$ cat config.mk
export PLATFORM = sky130hd
export DESIGN_NAME = ltc_host_framer
export DESIGN_NICKNAME = d
export VERILOG_FILES = /design/src/hdl/ltc_pkg.sv /design/src/hdl/ltc_host_framer.sv
export VERILOG_INCLUDE_DIRS = /design/src /design/src/hdl
export SDC_FILE = /design/constraint.sdc
export NUM_CORES = 2
export LEC_CHECK = 0
export BUFFER_PORTS_ARGS = -buffer_cell sky130_fd_sc_hd__clkbuf_2
export CORE_UTILIZATION = 60
export DETAILED_ROUTE_END_ITERATION = 8
export PLACE_DENSITY = 0.81
export SYNTH_ARGS = -nofsm -noshare
export SYNTH_HDL_FRONTEND = slang
export SYNTH_SLANG_ARGS = --single-unit
$ cat constraint.sdc
create_clock -name CLK -period 13.26 [get_ports CLK]
set_clock_uncertainty 0.1 [all_clocks]
set_input_delay 2.652 -clock CLK [delete_from_list [all_inputs] [get_ports CLK]]
set_output_delay 2.652 -clock CLK [all_outputs]
set_load 0.02 [all_outputs]
$ cat src/hdl/ltc_defines.svh
// Field positions, fixed values and counts of the tunnel framer
`ifndef LTC_DEFINES_SVH
`define LTC_DEFINES_SVH
`define LTC_T_BIT 7
`define LTC_L_BIT 6
`define LTC_S_BIT 3
`define LTC_VER 4'h3
`define LTC_HDR_LEN 16'h000C
`define LTC_HDR_LAST 5'h0B
`define LTC_HDR_AVP_LAST 5'h11
`define LTC_AVP_LEN 16'h0006
`define LTC_AVP_M_BIT 7
`define LTC_AVP_H_BIT 6
`define LTC_AVP_TYPE_IDX 10'h005
`define LTC_CRC_INIT 32'hFFFF_FFFF
`define LTC_CRC_POLY 32'hEDB8_8320
`define LTC_CRC_RESID 32'hDEBB_20E3
`define LTC_FCS_LEN 3'h4
`define LTC_FCS_LAST 2'h3
`define LTC_CSUM_ONES 16'hFFFF
`endif

$ cat src/hdl/ltc_pkg.sv
// Types of the tunnel framer
package ltc_pkg;
	typedef enum logic [1:0] {TX_IDLE, TX_HDR, TX_PAY, TX_FCS} ltc_tx_state_type;
endpackage : ltc_pkg

$ cat src/hdl/ltc_host_framer.sv
// Tunnel control framer and checker with payload FIFO
//----------------------------------------------------------------
// Overview of operation
//----------------------------------------------------------------
`include "ltc_defines.svh"
`timescale 1ns/10ps
`default_nettype none

module ltc_fifo #(
	parameter int W = 8,
	parameter int D = 8
) (
	// Clock and reset
	input wire logic clk,
	input wire logic rst_n,
	// Fill side
	input wire logic [W-1:0] in_data,
	input wire logic in_valid,
	output var logic in_ready,
	// Drain side
	output wire logic [W-1:0] out_data,
	output var logic out_valid,
	input wire logic out_ready
);
	localparam int AW = $clog2(D);
	localparam int CW = $clog2(D + 1);
	generate
		if (D < 2 || (D & (D - 1)) != 0) begin : g_chk
			$error("FIFO depth must be a power of two");
		end
	endgenerate
	logic [W-1:0] mem [D];
	logic [AW-1:0] wr_reg;
	logic [AW-1:0] rd_reg;
	logic [CW-1:0] cnt_reg;
	logic [CW-1:0] cnt_next;
	logic push;
	logic pop;
	assign push = in_valid && in_ready;
	assign pop = out_valid && out_ready;
	assign out_data = mem[rd_reg];
	always_comb begin
		cnt_next = cnt_reg + CW'(push) - CW'(pop);
	end
	always_ff @(posedge clk) begin
		if (!rst_n) begin
			cnt_reg <= '0;
			wr_reg <= '0;
			rd_reg <= '0;
			in_ready <= 1'b0;
			out_valid <= 1'b0;
		end else begin
			cnt_reg <= cnt_next;
			wr_reg <= wr_reg + AW'(push);
			rd_reg <= rd_reg + AW'(pop);
			in_ready <= cnt_next != CW'(D);
			out_valid <= cnt_next != '0;
		end
	end
	always_ff @(posedge clk) begin
		if (push) begin
			mem[wr_reg] <= in_data;
		end
	end
endmodule : ltc_fifo

module ltc_host_framer #(
	parameter logic [15:0] KNOWN_VENDOR = 16'h0A5C, // Arbitrary value
	parameter int FIFO_DEPTH = 8
) (
	// Clock and reset
	input wire logic CLK,
	input wire logic RST_N,
	// Transmit command
	input wire logic TX_START,
	input wire logic TX_IS_CTRL,
	input wire logic TX_CSUM_EN,
	input wire logic TX_AVP_EN,
	input wire logic TX_AVP_M,
	input wire logic [15:0] TX_AVP_VENDOR,
	input wire logic [15:0] TX_AVP_TYPE,
	input wire logic [31:0] TX_CCID,
	input wire logic [15:0] TX_NS,
	input wire logic [15:0] TX_NR,
	input wire logic [15:0] TX_PAYLOAD_LEN,
	input wire logic [15:0] TX_PSEUDO_SUM,
	output var logic TX_BUSY,
	// Transmit payload
	input wire logic [7:0] TX_IN_DATA,
	input wire logic TX_IN_LAST,
	input wire logic TX_IN_VALID,
	output wire logic TX_IN_READY,
	// Transmit stream
	output var logic [7:0] TX_OUT_DATA,
	output var logic TX_OUT_LAST,
	output var logic TX_OUT_VALID,
	input wire logic TX_OUT_READY,
	output var logic [15:0] TX_CSUM,
	output var logic TX_CSUM_VALID,
	// Receive stream
	input wire logic [7:0] RX_DATA,
	input wire logic RX_LAST,
	input wire logic RX_VALID,
	input wire logic RX_IS_CTRL,
	input wire logic [15:0] RX_CSUM_FIELD,
	input wire logic [15:0] RX_PSEUDO_SUM,
	input wire logic RX_AUTH_ACTIVE,
	input wire logic RX_DATA_VERIFY,
	// Receive results
	output var logic [31:0] RX_CCID,
	output var logic [15:0] RX_NS,
	output var logic [15:0] RX_NR,
	output var logic RX_HDR_VALID,
	output var logic RX_AVP_VALID,
	output var logic RX_AVP_M,
	output var logic [15:0] RX_AVP_VENDOR,
	output var logic [15:0] RX_AVP_TYPE,
	output var logic RX_AVP_DROP,
	output var logic RX_TEARDOWN,
	output var logic RX_DONE,
	output var logic RX_OK,
	output var logic RX_BAD_CRC,
	output var logic RX_BAD_CSUM,
	output var logic RX_BAD_HDR,
	output var logic RX_BAD_LEN
);
	generate
		if (FIFO_DEPTH < 2) begin : g_chk
			$error("FIFO depth too small");
		end
	endgenerate

	//----------------------------------------------------------------
	// Shared arithmetic
	//----------------------------------------------------------------
	function automatic logic [31:0] crc8(input logic [31:0] c,
		input logic [7:0] b);
		logic [31:0] r;
		r = c ^ {24'h00_0000, b};
		for (int i = 0; i < 8; i++) begin
			r = r[0] ? ((r >> 1) ^ `LTC_CRC_POLY) : (r >> 1);
		end
		return r;
	endfunction : crc8

	function automatic logic [15:0] cadd(input logic [15:0] a,
		input logic [15:0] b);
		logic [16:0] s;
		s = {1'b0, a} + {1'b0, b};
		return s[15:0] + {15'h0000, s[16]};
	endfunction : cadd

	// Odd trailing byte is padded with zero in the low half
	function automatic logic [15:0] fsum(input logic [15:0] s,
		input logic p, input logic [7:0] h, input logic [15:0] ps);
		logic [15:0] r;
		r = p ? cadd(s, {h, 8'h00}) : s;
		return cadd(r, ps);
	endfunction : fsum

	//----------------------------------------------------------------
	// Transmit
	//----------------------------------------------------------------
	ltc_pkg::ltc_tx_state_type st_reg;
	logic ctrl_reg;
	logic csen_reg;
	logic avp_reg;
	logic m_reg;
	logic [15:0] ven_reg;
	logic [15:0] typ_reg;
	logic [31:0] ccid_reg;
	logic [15:0] ns_reg;
	logic [15:0] nr_reg;
	logic [15:0] plen_reg;
	logic [15:0] psum_reg;
	logic [4:0] hidx_reg;
	logic [1:0] fidx_reg;
	logic [31:0] crc_reg;
	logic [15:0] sum_reg;
	logic pend_reg;
	logic [7:0] hi_reg;
	logic [8:0] f_data;
	logic f_valid;
	logic adv;
	logic emit;
	logic pop;
	logic feed;
	logic [7:0] ob;
	logic ol;
	logic [7:0] hb;
	logic [15:0] mlen;
	logic [9:0] alen;
	logic [15:0] tcs;

	ltc_fifo #(.W(9), .D(FIFO_DEPTH)) u_fifo (
		.clk(CLK),
		.rst_n(RST_N),
		.in_data({TX_IN_LAST, TX_IN_DATA}),
		.in_valid(TX_IN_VALID),
		.in_ready(TX_IN_READY),
		.out_data(f_data),
		.out_valid(f_valid),
		.out_ready(pop)
	);

	assign adv = !TX_OUT_VALID || TX_OUT_READY;

	always_comb begin
		mlen = `LTC_HDR_LEN + (avp_reg ? `LTC_AVP_LEN : 16'h0000) + plen_reg;
		alen = 10'(plen_reg + `LTC_AVP_LEN);
		hb = 8'h00;
		unique case (hidx_reg)
			5'h00: begin
				hb[`LTC_T_BIT] = 1'b1;
				hb[`LTC_L_BIT] = 1'b1;
				hb[`LTC_S_BIT] = 1'b1;
			end
			5'h01: hb = {4'h0, `LTC_VER};
			5'h02: hb = mlen[15:8];
			5'h03: hb = mlen[7:0];
			5'h04: hb = ccid_reg[31:24];
			5'h05: hb = ccid_reg[23:16];
			5'h06: hb = ccid_reg[15:8];
			5'h07: hb = ccid_reg[7:0];
			5'h08: hb = ns_reg[15:8];
			5'h09: hb = ns_reg[7:0];
			5'h0A: hb = nr_reg[15:8];
			5'h0B: hb = nr_reg[7:0];
			5'h0C: hb = {m_reg, 5'h00, alen[9:8]};
			5'h0D: hb = alen[7:0];
			5'h0E: hb = ven_reg[15:8];
			5'h0F: hb = ven_reg[7:0];
			5'h10: hb = typ_reg[15:8];
			5'h11: hb = typ_reg[7:0];
			default: hb = 8'h00;
		endcase
	end

	always_comb begin
		emit = 1'b0;
		pop = 1'b0;
		ob = hb;
		ol = 1'b0;
		unique case (st_reg)
			ltc_pkg::TX_IDLE: emit = 1'b0;
			ltc_pkg::TX_HDR: emit = adv;
			ltc_pkg::TX_PAY: begin
				emit = adv && f_valid;
				pop = emit;
				ob = f_data[7:0];
			end
			ltc_pkg::TX_FCS: begin
				emit = adv;
				ob = 8'((~crc_reg) >> {fidx_reg, 3'h0});
				ol = fidx_reg == `LTC_FCS_LAST;
			end
		endcase
		feed = emit && st_reg != ltc_pkg::TX_FCS;
	end

	always_ff @(posedge CLK) begin
		if (!RST_N) begin
			st_reg <= ltc_pkg::TX_IDLE;
			TX_BUSY <= 1'b0;
			hidx_reg <= 5'h00;
			fidx_reg <= 2'h0;
		end else begin
			unique case (st_reg)
				ltc_pkg::TX_IDLE: begin
					if (TX_START) begin
						st_reg <= TX_IS_CTRL ? ltc_pkg::TX_HDR : ltc_pkg::TX_PAY;
						TX_BUSY <= 1'b1;
						hidx_reg <= 5'h00;
						fidx_reg <= 2'h0;
					end
				end
				ltc_pkg::TX_HDR: begin
					if (emit) begin
						hidx_reg <= hidx_reg + 5'h01;
						if (hidx_reg == (avp_reg ? `LTC_HDR_AVP_LAST : `LTC_HDR_LAST)) begin
							st_reg <= ltc_pkg::TX_PAY;
						end
					end
				end
				ltc_pkg::TX_PAY: begin
					if (emit && f_data[8]) begin
						st_reg <= ltc_pkg::TX_FCS;
					end
				end
				ltc_pkg::TX_FCS: begin
					if (emit) begin
						fidx_reg <= fidx_reg + 2'h1;
						if (ol) begin
							st_reg <= ltc_pkg::TX_IDLE;
							TX_BUSY <= 1'b0;
						end
					end
				end
			endcase
		end
	end

	always_ff @(posedge CLK) begin
		if (!RST_N) begin
			ctrl_reg <= 1'b0;
			csen_reg <= 1'b0;
			avp_reg <= 1'b0;
			m_reg <= 1'b0;
			ven_reg <= 16'h0000;
			typ_reg <= 16'h0000;
			ccid_reg <= 32'h0000_0000;
			ns_reg <= 16'h0000;
			nr_reg <= 16'h0000;
			plen_reg <= 16'h0000;
			psum_reg <= 16'h0000;
		end else if (st_reg == ltc_pkg::TX_IDLE && TX_START) begin
			ctrl_reg <= TX_IS_CTRL;
			csen_reg <= TX_CSUM_EN;
			avp_reg <= TX_AVP_EN && TX_IS_CTRL;
			m_reg <= TX_AVP_M;
			ven_reg <= TX_AVP_VENDOR;
			typ_reg <= TX_AVP_TYPE;
			ccid_reg <= TX_CCID;
			ns_reg <= TX_NS;
			nr_reg <= TX_NR;
			plen_reg <= TX_PAYLOAD_LEN;
			psum_reg <= TX_PSEUDO_SUM;
		end
	end

	// Running CRC and checksum over message bytes
	always_ff @(posedge CLK) begin
		if (!RST_N || (st_reg == ltc_pkg::TX_IDLE && TX_START)) begin
			crc_reg <= `LTC_CRC_INIT;
			sum_reg <= 16'h0000;
			pend_reg <= 1'b0;
			hi_reg <= 8'h00;
		end else if (feed) begin
			crc_reg <= crc8(crc_reg, ob);
			pend_reg <= !pend_reg;
			hi_reg <= ob;
			if (pend_reg) begin
				sum_reg <= cadd(sum_reg, {hi_reg, ob});
			end
		end
	end

	always_ff @(posedge CLK) begin
		if (!RST_N) begin
			TX_OUT_VALID <= 1'b0;
			TX_OUT_DATA <= 8'h00;
			TX_OUT_LAST <= 1'b0;
		end else if (adv) begin
			TX_OUT_VALID <= emit;
			TX_OUT_DATA <= ob;
			TX_OUT_LAST <= ol;
		end
	end

	assign tcs = ~fsum(sum_reg, pend_reg, hi_reg, psum_reg);

	always_ff @(posedge CLK) begin
		if (!RST_N) begin
			TX_CSUM <= 16'h0000;
			TX_CSUM_VALID <= 1'b0;
		end else begin
			TX_CSUM_VALID <= st_reg == ltc_pkg::TX_FCS && emit && fidx_reg == 2'h0;
			if (!ctrl_reg && !csen_reg) begin
				TX_CSUM <= 16'h0000;
			end else if (tcs == 16'h0000) begin
				TX_CSUM <= `LTC_CSUM_ONES;
			end else begin
				TX_CSUM <= tcs;
			end
		end
	end

	//----------------------------------------------------------------
	// Receive
	//----------------------------------------------------------------
	logic infr_reg;
	logic fin_reg;
	logic rctl_reg;
	logic [15:0] rcnt_reg;
	logic [31:0] rcrc_reg;
	logic [7:0] d_reg [4];
	logic [2:0] dcnt_reg;
	logic [2:0] dcnt_b;
	logic ex_v;
	logic [7:0] e;
	logic [15:0] ridx_reg;
	logic [15:0] rlen_reg;
	logic [9:0] aidx_reg;
	logic [9:0] alen_reg;
	logic am_reg;
	logic ah_reg;
	logic [7:0] th_reg;
	logic bad_hdr_reg;
	logic [15:0] rsum_reg;
	logic rpend_reg;
	logic [7:0] rhi_reg;
	logic rstart;
	logic in_avp;
	logic unknown;
	logic cs_ok;
	logic bad_cs;
	logic bad_crc;
	logic bad_len;

	assign rstart = RX_VALID && !infr_reg;
	assign dcnt_b = infr_reg ? dcnt_reg : 3'h0;
	assign ex_v = RX_VALID && dcnt_b == `LTC_FCS_LEN;
	assign e = d_reg[3];
	assign in_avp = rctl_reg && ridx_reg >= `LTC_HDR_LEN;
	assign unknown = RX_AVP_VENDOR != 16'h0000 && RX_AVP_VENDOR != KNOWN_VENDOR;

	always_ff @(posedge CLK) begin
		if (!RST_N) begin
			infr_reg <= 1'b0;
			fin_reg <= 1'b0;
			rctl_reg <= 1'b0;
			rcnt_reg <= 16'h0000;
			rcrc_reg <= `LTC_CRC_INIT;
			dcnt_reg <= 3'h0;
		end else begin
			fin_reg <= RX_VALID && RX_LAST;
			if (RX_VALID) begin
				infr_reg <= !RX_LAST;
				rcnt_reg <= (infr_reg ? rcnt_reg : 16'h0000) + 16'h0001;
				rcrc_reg <= crc8(infr_reg ? rcrc_reg : `LTC_CRC_INIT, RX_DATA);
				dcnt_reg <= ex_v ? dcnt_b : dcnt_b + 3'h1;
			end
			if (rstart) begin
				rctl_reg <= RX_IS_CTRL;
			end
		end
	end

	// Last four bytes are held back so the CRC is never parsed
	always_ff @(posedge CLK) begin
		if (RX_VALID) begin
			d_reg[0] <= RX_DATA;
			for (int i = 1; i < 4; i++) begin
				d_reg[i] <= d_reg[i-1];
			end
		end
	end

	always_ff @(posedge CLK) begin
		if (!RST_N || rstart) begin
			rsum_reg <= 16'h0000;
			rpend_reg <= 1'b0;
			rhi_reg <= 8'h00;
		end else if (ex_v) begin
			rpend_reg <= !rpend_reg;
			rhi_reg <= e;
			if (rpend_reg) begin
				rsum_reg <= cadd(rsum_reg, {rhi_reg, e});
			end
		end
	end

	// Header fields; reserved bits are not looked at
	always_ff @(posedge CLK) begin
		if (!RST_N || rstart) begin
			ridx_reg <= 16'h0000;
			rlen_reg <= 16'h0000;
			bad_hdr_reg <= 1'b0;
			RX_CCID <= 32'h0000_0000;
			RX_NS <= 16'h0000;
			RX_NR <= 16'h0000;
		end else if (ex_v && rctl_reg) begin
			ridx_reg <= ridx_reg + 16'h0001;
			unique case (ridx_reg)
				16'h0000: begin
					if (!e[`LTC_T_BIT] || !e[`LTC_L_BIT] || !e[`LTC_S_BIT]) begin
						bad_hdr_reg <= 1'b1;
					end
				end
				16'h0001: begin
					if (e[3:0] != `LTC_VER) begin
						bad_hdr_reg <= 1'b1;
					end
				end
				16'h0002: rlen_reg[15:8] <= e;
				16'h0003: rlen_reg[7:0] <= e;
				16'h0004: RX_CCID[31:24] <= e;
				16'h0005: RX_CCID[23:16] <= e;
				16'h0006: RX_CCID[15:8] <= e;
				16'h0007: RX_CCID[7:0] <= e;
				16'h0008: RX_NS[15:8] <= e;
				16'h0009: RX_NS[7:0] <= e;
				16'h000A: RX_NR[15:8] <= e;
				16'h000B: RX_NR[7:0] <= e;
				default: begin
					if (aidx_reg == 10'h001 && {alen_reg[9:8], e} < 10'(`LTC_AVP_LEN)) begin
						bad_hdr_reg <= 1'b1;
					end
				end
			endcase
		end
	end

	// Attribute walk; value bytes, reserved ones included, are skipped
	always_ff @(posedge CLK) begin
		if (!RST_N || rstart) begin
			aidx_reg <= 10'h000;
			alen_reg <= 10'h000;
			am_reg <= 1'b0;
			ah_reg <= 1'b0;
			th_reg <= 8'h00;
			RX_AVP_VENDOR <= 16'h0000;
		end else if (ex_v && in_avp) begin
			aidx_reg <= aidx_reg + 10'h001;
			if (aidx_reg >= `LTC_AVP_TYPE_IDX && aidx_reg + 10'h001 >= alen_reg) begin
				aidx_reg <= 10'h000;
			end
			unique case (aidx_reg)
				10'h000: begin
					am_reg <= e[`LTC_AVP_M_BIT];
					ah_reg <= e[`LTC_AVP_H_BIT];
					alen_reg[9:8] <= e[1:0];
				end
				10'h001: alen_reg[7:0] <= e;
				10'h002: RX_AVP_VENDOR[15:8] <= e;
				10'h003: RX_AVP_VENDOR[7:0] <= e;
				10'h004: th_reg <= e;
				default: th_reg <= th_reg;
			endcase
		end
	end

	always_ff @(posedge CLK) begin
		if (!RST_N) begin
			RX_HDR_VALID <= 1'b0;
			RX_AVP_VALID <= 1'b0;
			RX_AVP_DROP <= 1'b0;
			RX_TEARDOWN <= 1'b0;
			RX_AVP_M <= 1'b0;
			RX_AVP_TYPE <= 16'h0000;
		end else begin
			RX_HDR_VALID <= ex_v && rctl_reg && ridx_reg == 16'h000B;
			RX_AVP_VALID <= 1'b0;
			RX_AVP_DROP <= 1'b0;
			RX_TEARDOWN <= 1'b0;
			if (ex_v && in_avp && aidx_reg == `LTC_AVP_TYPE_IDX) begin
				RX_AVP_M <= am_reg;
				RX_AVP_TYPE <= {th_reg, e};
				if (!unknown && !ah_reg) begin
					RX_AVP_VALID <= 1'b1;
				end else if (am_reg) begin
					RX_TEARDOWN <= 1'b1;
				end else begin
					RX_AVP_DROP <= 1'b1;
				end
			end
		end
	end

	always_comb begin
		cs_ok = fsum(fsum(rsum_reg, rpend_reg, rhi_reg, RX_PSEUDO_SUM), 1'b0,
			8'h00, RX_CSUM_FIELD) == `LTC_CSUM_ONES;
		if (rctl_reg) begin
			bad_cs = RX_CSUM_FIELD == 16'h0000 ? !RX_AUTH_ACTIVE : !cs_ok;
		end else begin
			bad_cs = RX_CSUM_FIELD != 16'h0000 && RX_DATA_VERIFY && !cs_ok;
		end
		bad_crc = rcrc_reg != `LTC_CRC_RESID;
		bad_len = rctl_reg && rlen_reg != rcnt_reg - 16'h0004;
	end

	always_ff @(posedge CLK) begin
		if (!RST_N) begin
			RX_DONE <= 1'b0;
			RX_OK <= 1'b0;
			RX_BAD_CRC <= 1'b0;
			RX_BAD_CSUM <= 1'b0;
			RX_BAD_HDR <= 1'b0;
			RX_BAD_LEN <= 1'b0;
		end else begin
			RX_DONE <= fin_reg;
			if (fin_reg) begin
				RX_BAD_CRC <= bad_crc;
				RX_BAD_CSUM <= bad_cs;
				RX_BAD_HDR <= rctl_reg && bad_hdr_reg;
				RX_BAD_LEN <= bad_len;
				RX_OK <= !bad_crc && !bad_cs && !bad_len && !(rctl_reg && bad_hdr_reg);
			end
		end
	end
endmodule : ltc_host_framer
`default_nettype wire

; Word-level counts from Yosys, hierarchy flattened
; Memory sizes are Yosys's and may differ from the RTL's. A register that Yosys moved wholly into a read port is not among the register bits.
; Cells that the tools add are included.
[word_totals]
out_inout_bits = 136
word_cells = 341
n_memories = 2
register_bits = 487
in_bits = 191
mem_bits_rw = 104
[op_classes]
n_eq_ne = 54
bitwise = 23
n_reduce_logical = 93
add_sub_neg = 28
shift = 1
n_lt_le_gt_ge = 4
mux = 66
[mem_list]
columns = name, words, word_bits, rd, rd_clocked_by_memory_dff, write_ports, line
row1 = u_fifo.mem, 8, 9, 1, 1, 1, ltc_host_framer.sv:32  ; logic [W-1:0] mem [D];
row2 = d_reg, 4, 8, 4, 0, 4, ltc_host_framer.sv:386  ; logic [7:0] d_reg [4];
[op_table]
columns = operator, count
row1 = $mux 32, 17
row2 = $not 13->14, 16
row3 = $add 16x16->17, 7
row4 = $add 16x1->16, 7
row5 = $eq 16x3->1 const B, 4
row6 = $eq 16x4->1 const B, 4
row7 = $mux 16, 4
row8 = $xor 32x8->32, 2
row9 = $pmux 3 s17, 1
row10 = $logic_not 16->1, 3
row11 = $eq 5x4->1 const B, 8
row12 = $reduce_and 2->1, 18
row13 = $pmux 2 s17, 1
row14 = $add 16x1->16 const B, 2
row15 = $eq 16x2->1 const B, 2
row16 = $ne 32x32->1 const B, 1
row17 = $not 32->32, 1
row18 = $reduce_bool 16->1, 2
row19 = $shr 32x5->8, 1
row20 = $pmux 2 s15, 1
row21 = $logic_and 1x1->1, 29
row22 = $eq 10x2->1 const B, 2
row23 = $eq 10x3->1 const B, 2
row24 = $eq 5x3->1 const B, 4
row25 = 59 further kinds, 130

; Longest topological paths before layout
[logic_depth]
ltp_word = 22
ltp_mapped = 44
mapped_depth_nobuf = 44

; Modules after synthesis
; A second synthesis with hierarchy kept.
[unflattened]
cells_unflattened = 3730
hier_area_um2 = 32533.7
[by_module_without_submodules]
columns = mod, area_per_inst_um2, instances, cells_per_inst
row1 = ltc_host_framer, 29131.7, 1, 3555
row2 = ltc_fifo, 3402.0, 1, 175

; Worst setup path after synthesis
; OpenSTA, ideal clock, no wires.
[synth_timing]
path_type = in2reg
startpoint = in RX_PSEUDO_SUM[0]
endpoint = reg RX_BAD_CSUM
path_buffers = 0
arrival_time_ns = 8.815
setup_slack_ns = 4.222
cell_stages = 35
path_cell_list = ha_1 -> fa_1 -> a21o_1 -> a21o_1 -> a21o_1 -> a31oi_1 -> o21ai_0 -> o21ai_0 -> a21boi_0 -> o21ba_2 -> o21ai_0 -> nand2b_1 -> ha_1 -> ha_1 -> and2_0 -> nand2_1 -> nor2_1 -> xor2_1 -> ha_1 -> and3_1 -> a221o_1 -> a21oi_1 -> o21ai_0 -> a31o_2 -> a21o_1 -> a21o_1 -> ha_1 -> ha_1 -> xnor2_1 -> a211oi_1 -> nand3_1 -> inv_1 -> and4_1 -> and3_1 -> o31ai_1
[synth_via]
elab_chain_len = 8
word_cells_on_any_way = 9
[synth_rtl]
columns = item, line
row1 = start: declaration, ltc_host_framer.sv:106  ; input wire logic [15:0] RX_PSEUDO_SUM,
row2 = $add 16x16->17 *, ltc_host_framer.sv:149  ; s = {1'b0, a} + {1'b0, b};
row3 = $add 16x1->16 *, ltc_host_framer.sv:150  ; return s[15:0] + {15'h0000, s[16]};
row4 = $add 16x16->17 *, ltc_host_framer.sv:149
row5 = $add 16x1->16 *, ltc_host_framer.sv:150
row6 = $eq 16x16->1 (no source line) *, -
row7 = $logic_not 1->1 *, "ltc_host_framer.sv:564, ltc_host_framer.sv:566"
row8 = $mux 1 or $logic_and 1x1->1 (tied branches), "ltc_host_framer.sv:564, ltc_host_framer.sv:566"
row9 = $mux 1 *, ltc_host_framer.sv:563  ; if (rctl_reg) begin
row10 = end signal: assignment, ltc_host_framer.sv:584  ; RX_BAD_CSUM <= bad_cs;
row11 = end: declaration, ltc_host_framer.sv:123  ; output var logic RX_BAD_CSUM,
; Every way passes the cells marked *; elsewhere a longest branch is shown, timed or not.
; A chain may end at the register's enable or synchronous reset.

; Worst setup path after layout
[layout_timing]
startpoint = reg rsum_reg[8]
endpoint = reg RX_BAD_CSUM
[layout_via]
elab_chain_len = 11
word_cells_on_any_way = 12
[layout_rtl]
columns = item, line
row1 = start: declaration, ltc_host_framer.sv:399  ; logic [15:0] rsum_reg;
row2 = start signal: assignment, ltc_host_framer.sv:458  ; rsum_reg <= cadd(rsum_reg, {rhi_reg, e});
row3 = $add 16x16->17, ltc_host_framer.sv:149
row4 = $add 16x1->16, ltc_host_framer.sv:150
row5 = $mux 16 *, ltc_host_framer.sv:157  ; r = p ? cadd(s, {h, 8'h00}) : s;
row6 = $add 16x16->17 *, ltc_host_framer.sv:149
row7 = $add 16x1->16 *, ltc_host_framer.sv:150
row8 = $add 16x16->17 *, ltc_host_framer.sv:149
row9 = $add 16x1->16 *, ltc_host_framer.sv:150
row10 = $eq 16x16->1 (no source line) *, -
row11 = $logic_not 1->1 *, "ltc_host_framer.sv:564, ltc_host_framer.sv:566"
row12 = $mux 1 or $logic_and 1x1->1 (tied branches), "ltc_host_framer.sv:564, ltc_host_framer.sv:566"
row13 = $mux 1 *, ltc_host_framer.sv:563
; Marks and branches as above.

==> impl_metrics.py <==
metrics = {
    "finish": {
        "largest_reg_flops": 72,
        "num_antenna_cells": 0,
        "drive_gt1_share_pct": 13.3,
        "final_net_count": 4338,
        "largest-register": "u_fifo.mem",
        "area_growth_syn_to_layout_pct": 12.5,
    },
    "placement": {
        "place.gp.congestion": 0.958,
        "io_buffers": 326,
        "place_hpwl_microns": 58300,
    },
    "setup_path": {
        "crit_type": "register to register",
        "rr_startpoint": "rsum_reg[8]$_SDFFE_PP0P_",
        "worst-path-max-fanout": 6,
        "startpoint_type": "register",
        "endpoint_kind": "register",
        "crit_buf_inv": 1,
        "cpMostUsedCell": "ha_1",
        "cp_data_required_time_ns": 13.64,
        "critPathArrivalTime_ns": 10.00,
        "r2r_slack_ns": 3.64,
        "worst_r2r_endpoint": "RX_BAD_CSUM$_SDFFE_PN0P_",
        "critPathTopFamily": "compound AO/OA/AOI/OAI gates",
        "critPathMaxStageDelay_ns": 0.43,
        "rr_worst_depth": 43,
        "slowest_stage": "fa_1",
    },
    "logic_synthesis": {
        "syn_avg_cell_area_sq_um": 8.49,
        "synth_compound_area_share_pct": 15.4,
        "synth.largest_area_cell": "dfxtp_1",
        "synth-adder-area-share_pct": 6.20,
        "synth.most_common_cell": "nand2_1",
        "synth_nets": 4131,
        "seq_area_frac_synth_pct": 40.0,
        "yosysTopAreaCellShare_pct": 30.3,
        "synth-simple-area-share_pct": 20.7,
        "muxShareOfSynthArea_pct": 3.45,
        "synth.top_cells.by_area": "dfxtp_1, edfxtp_1, nand2_1, xnor2_1, a21oi_1",
        "synthArstFlopShare_pct": 0,
        "syn-instance-count": 3786,
        "synth_flop_cell": "dfxtp_1",
        "synth_common_cells": "nand2_1, dfxtp_1, a21oi_1, xnor2_1, nor2_1",
        "ys_warn_count": 0,
        "synth_xor_area_share_pct": 10.4,
        "ys_seq_elements": 591,
        "synthesis.area_sq_um": 32100,
        "synth.distinct_cells": 92,
        "synth_edf_count": 104,
        "synth_top_family_by_area": "simple AND/OR/NAND/NOR gates",
    },
    "power": {
        "p_leak_nw": 14.2,
        "powerDensity_nw_per_um2": 155,
        "irDropWorstVdd_mv": 0.144,
    },
    "routing": {
        "drt_wl_total_microns": 84200,
        "drc": 28,
        "wl_per_cell_microns": 17.8,
        "vias": 28100,
        "vias_per_cell": 5.93,
        "antenna_left": 0,
        "first_iter_violations": 2501,
        "first_pass_iters": 8,
    },
    "global_routing": {
        "grt_pass1_vias": 25900,
        "track_usage_pct": 30.1,
        "grt_max_degree": 103,
        "grt_overflow": 0,
        "grt_pass1_wl_microns": 133000,
        "grt_antenna_before_repair": 1,
    },
    "cts": {
        "cts-root-buf": "clkbuf_16",
        "insertion_delay_ns": 0.64,
        "clk_pin_slew_worst_paths_ns": 0.07,
        "htreeDepth": 2,
        "numClockSinks": 591,
        "cts_max_path_buffers": 3,
        "cts_tree": "yes",
        "cts.hold.buffers_added": 0,
        "numCtsBuffers": 60,
        "cts_resized": 0,
        "post_cts_buffers": 0,
    },
    "timing": {
        "post-route-period-util_pct": 72.5,
        "tightestPinTransition_ns": 1.17,
        "relSlewSlack_pct": 21.2,
        "drv_slew": 0,
        "setup_viol": 0,
        "timing.fmax_mhz": 104,
        "tns_ns": 0,
        "rsz0062_at_grt": "no",
        "hold_violations": 0,
        "holdWs_ns": 0.297,
        "finalCriticalPeriod_ns": 9.62,
    },
    "floorplan": {
        "ios": 327,
        "fp.coreArea_sq_um": 52800,
        "fp.dieArea_sq_um": 54500,
        "fp.dieW_microns": 233,
        "initial_core_util_pct": 60.9,
        "die_h_microns": 233,
        "rows": 84,
    },
    "outcome": {
        "violations": "design-rule violations",
        "status": "finished, violations left",
    },
    "min_path": {
        "hold_path_class": "register to register",
        "hold-path-cell-count": 0,
        "min_to": "d_reg[3][2]$_DFFE_PP_",
        "min-delay-start": "d_reg[2][2]$_DFFE_PP_",
    },
    "flow_run": {
        "maxCapViolCount": 0,
    },
}
-- layout make-up --
class / count / area [sq um]
fill: 4275 / 16600
multi-input combinational: 2877 / 18100
inverter: 97 / 369
timing repair buffer: 366 / 1930
clock inverter: 33 / 384
clock buffer: 81 / 1650
tap: 688 / 861
sequential: 591 / 12900
-- worst reg2reg max path: cells and delay by family, from the launching register on --
kind	cells	cell delay [ns]
multiplexers	1	0.31
adder cells (fa/ha/maj)	10	2.81
AO/OA/AOI/OAI	21	4.46
XOR/XNOR	2	0.28
buffers and inverters	1	0.08
AND/OR/NAND/NOR	8	1.14
flip-flops	1	0.33
-- worst max path at each step --
stage                             startpoint                       end  depth (start not counted)
global route        rsum_reg[8]$_SDFFE_PP0P_        RX_OK$_SDFFE_PN0P_                         43
detailed placement          RX_PSEUDO_SUM[0]  RX_BAD_CSUM$_SDFFE_PN0P_                         36
floorplan                   RX_PSEUDO_SUM[0]  RX_BAD_CSUM$_SDFFE_PN0P_                         35
CTS                 rsum_reg[8]$_SDFFE_PP0P_  RX_BAD_CSUM$_SDFFE_PN0P_                         43
finish              rsum_reg[8]$_SDFFE_PP0P_  RX_BAD_CSUM$_SDFFE_PN0P_                         43
global placement            RX_PSEUDO_SUM[0]  RX_BAD_CSUM$_SDFFE_PN0P_                         36
-- power by group --
part           switching (mW)  total (mW)  internal (mW)  leakage, nW
clock                   0.728        1.74           1.01        0.960
sequential              0.123        2.11           1.99         4.92
combinational            1.03        1.75          0.712         8.30
-- layout by cell type (no fill, tap or decap), types with 9 or more instances in the layout --
cell	synthesis	final
nand2_1	718	716
dfxtp_1	487	487
a21oi_1	375	375
clkbuf_2	1	325
xnor2_1	245	245
nor2_1	236	235
nand3_1	174	174
ha_1	145	145
o21ai_0	143	143
xor2_1	115	115
edfxtp_1	104	104
inv_1	96	95
nor3_1	62	62
clkbuf_16	0	61
a21o_1	53	53
buf_4	0	41
mux2i_1	40	40
nand4_1	38	38
and3_1	34	34
nand2b_1	31	31
nor4_1	30	29
o211ai_1	28	28
mux4_2	26	26
and2_1	26	25
a31oi_1	23	23
nor2b_1	21	21
a211oi_1	21	21
o21a_1	19	19
a22oi_1	18	18
nand3b_1	15	15
o21bai_1	15	15
clkbuf_1	199	15
a22o_1	14	14
a32oi_1	12	12
nand4b_1	11	11
and4_1	11	11
mux2_2	10	10
fa_1	9	9
-- metal layers --
metal / global-route usage [%] / routed length [microns] / vias up / share of wire [%]
li1: - / - / 13700 / -
met1: 40.1 / 36200 / 13200 / 43
met2: 49.6 / 39700 / 977 / 47
met3: 4.35 / 5790 / 182 / 6.9
met4: 10.7 / 2490 / 2 / 3.0
met5: 0 / 15 / - / 0.018
-- through the flow --
step / std cells / total power [mW] / setup slack, ns / util (%) / area [sq um]
after global placement: 4619 / 3.82 / 3.61 / 64.7 / 34100
after CTS: 4733 / 5.60 / 3.72 / 68.6 / 36200
after global routing: 4733 / 5.86 / 3.12 / 68.6 / 36200
after detailed placement: 4619 / 3.85 / 3.53 / 64.7 / 34100
after floorplan: 3786 / 3.46 / 4.22 / - / 32100
final: 4733 / 5.60 / 3.64 / 68.6 / 36200
-- cells by family (layout without fill, tap and decap cells) --
group	after synthesis	in the layout
fa+ha+maj	154	154
flops	591	591
simple gates	1464	1464
compound gates	813	813
mux	77	77
xor+xnor	369	369
buf+inv	318	577
Power figures use the tool's default switching activity.
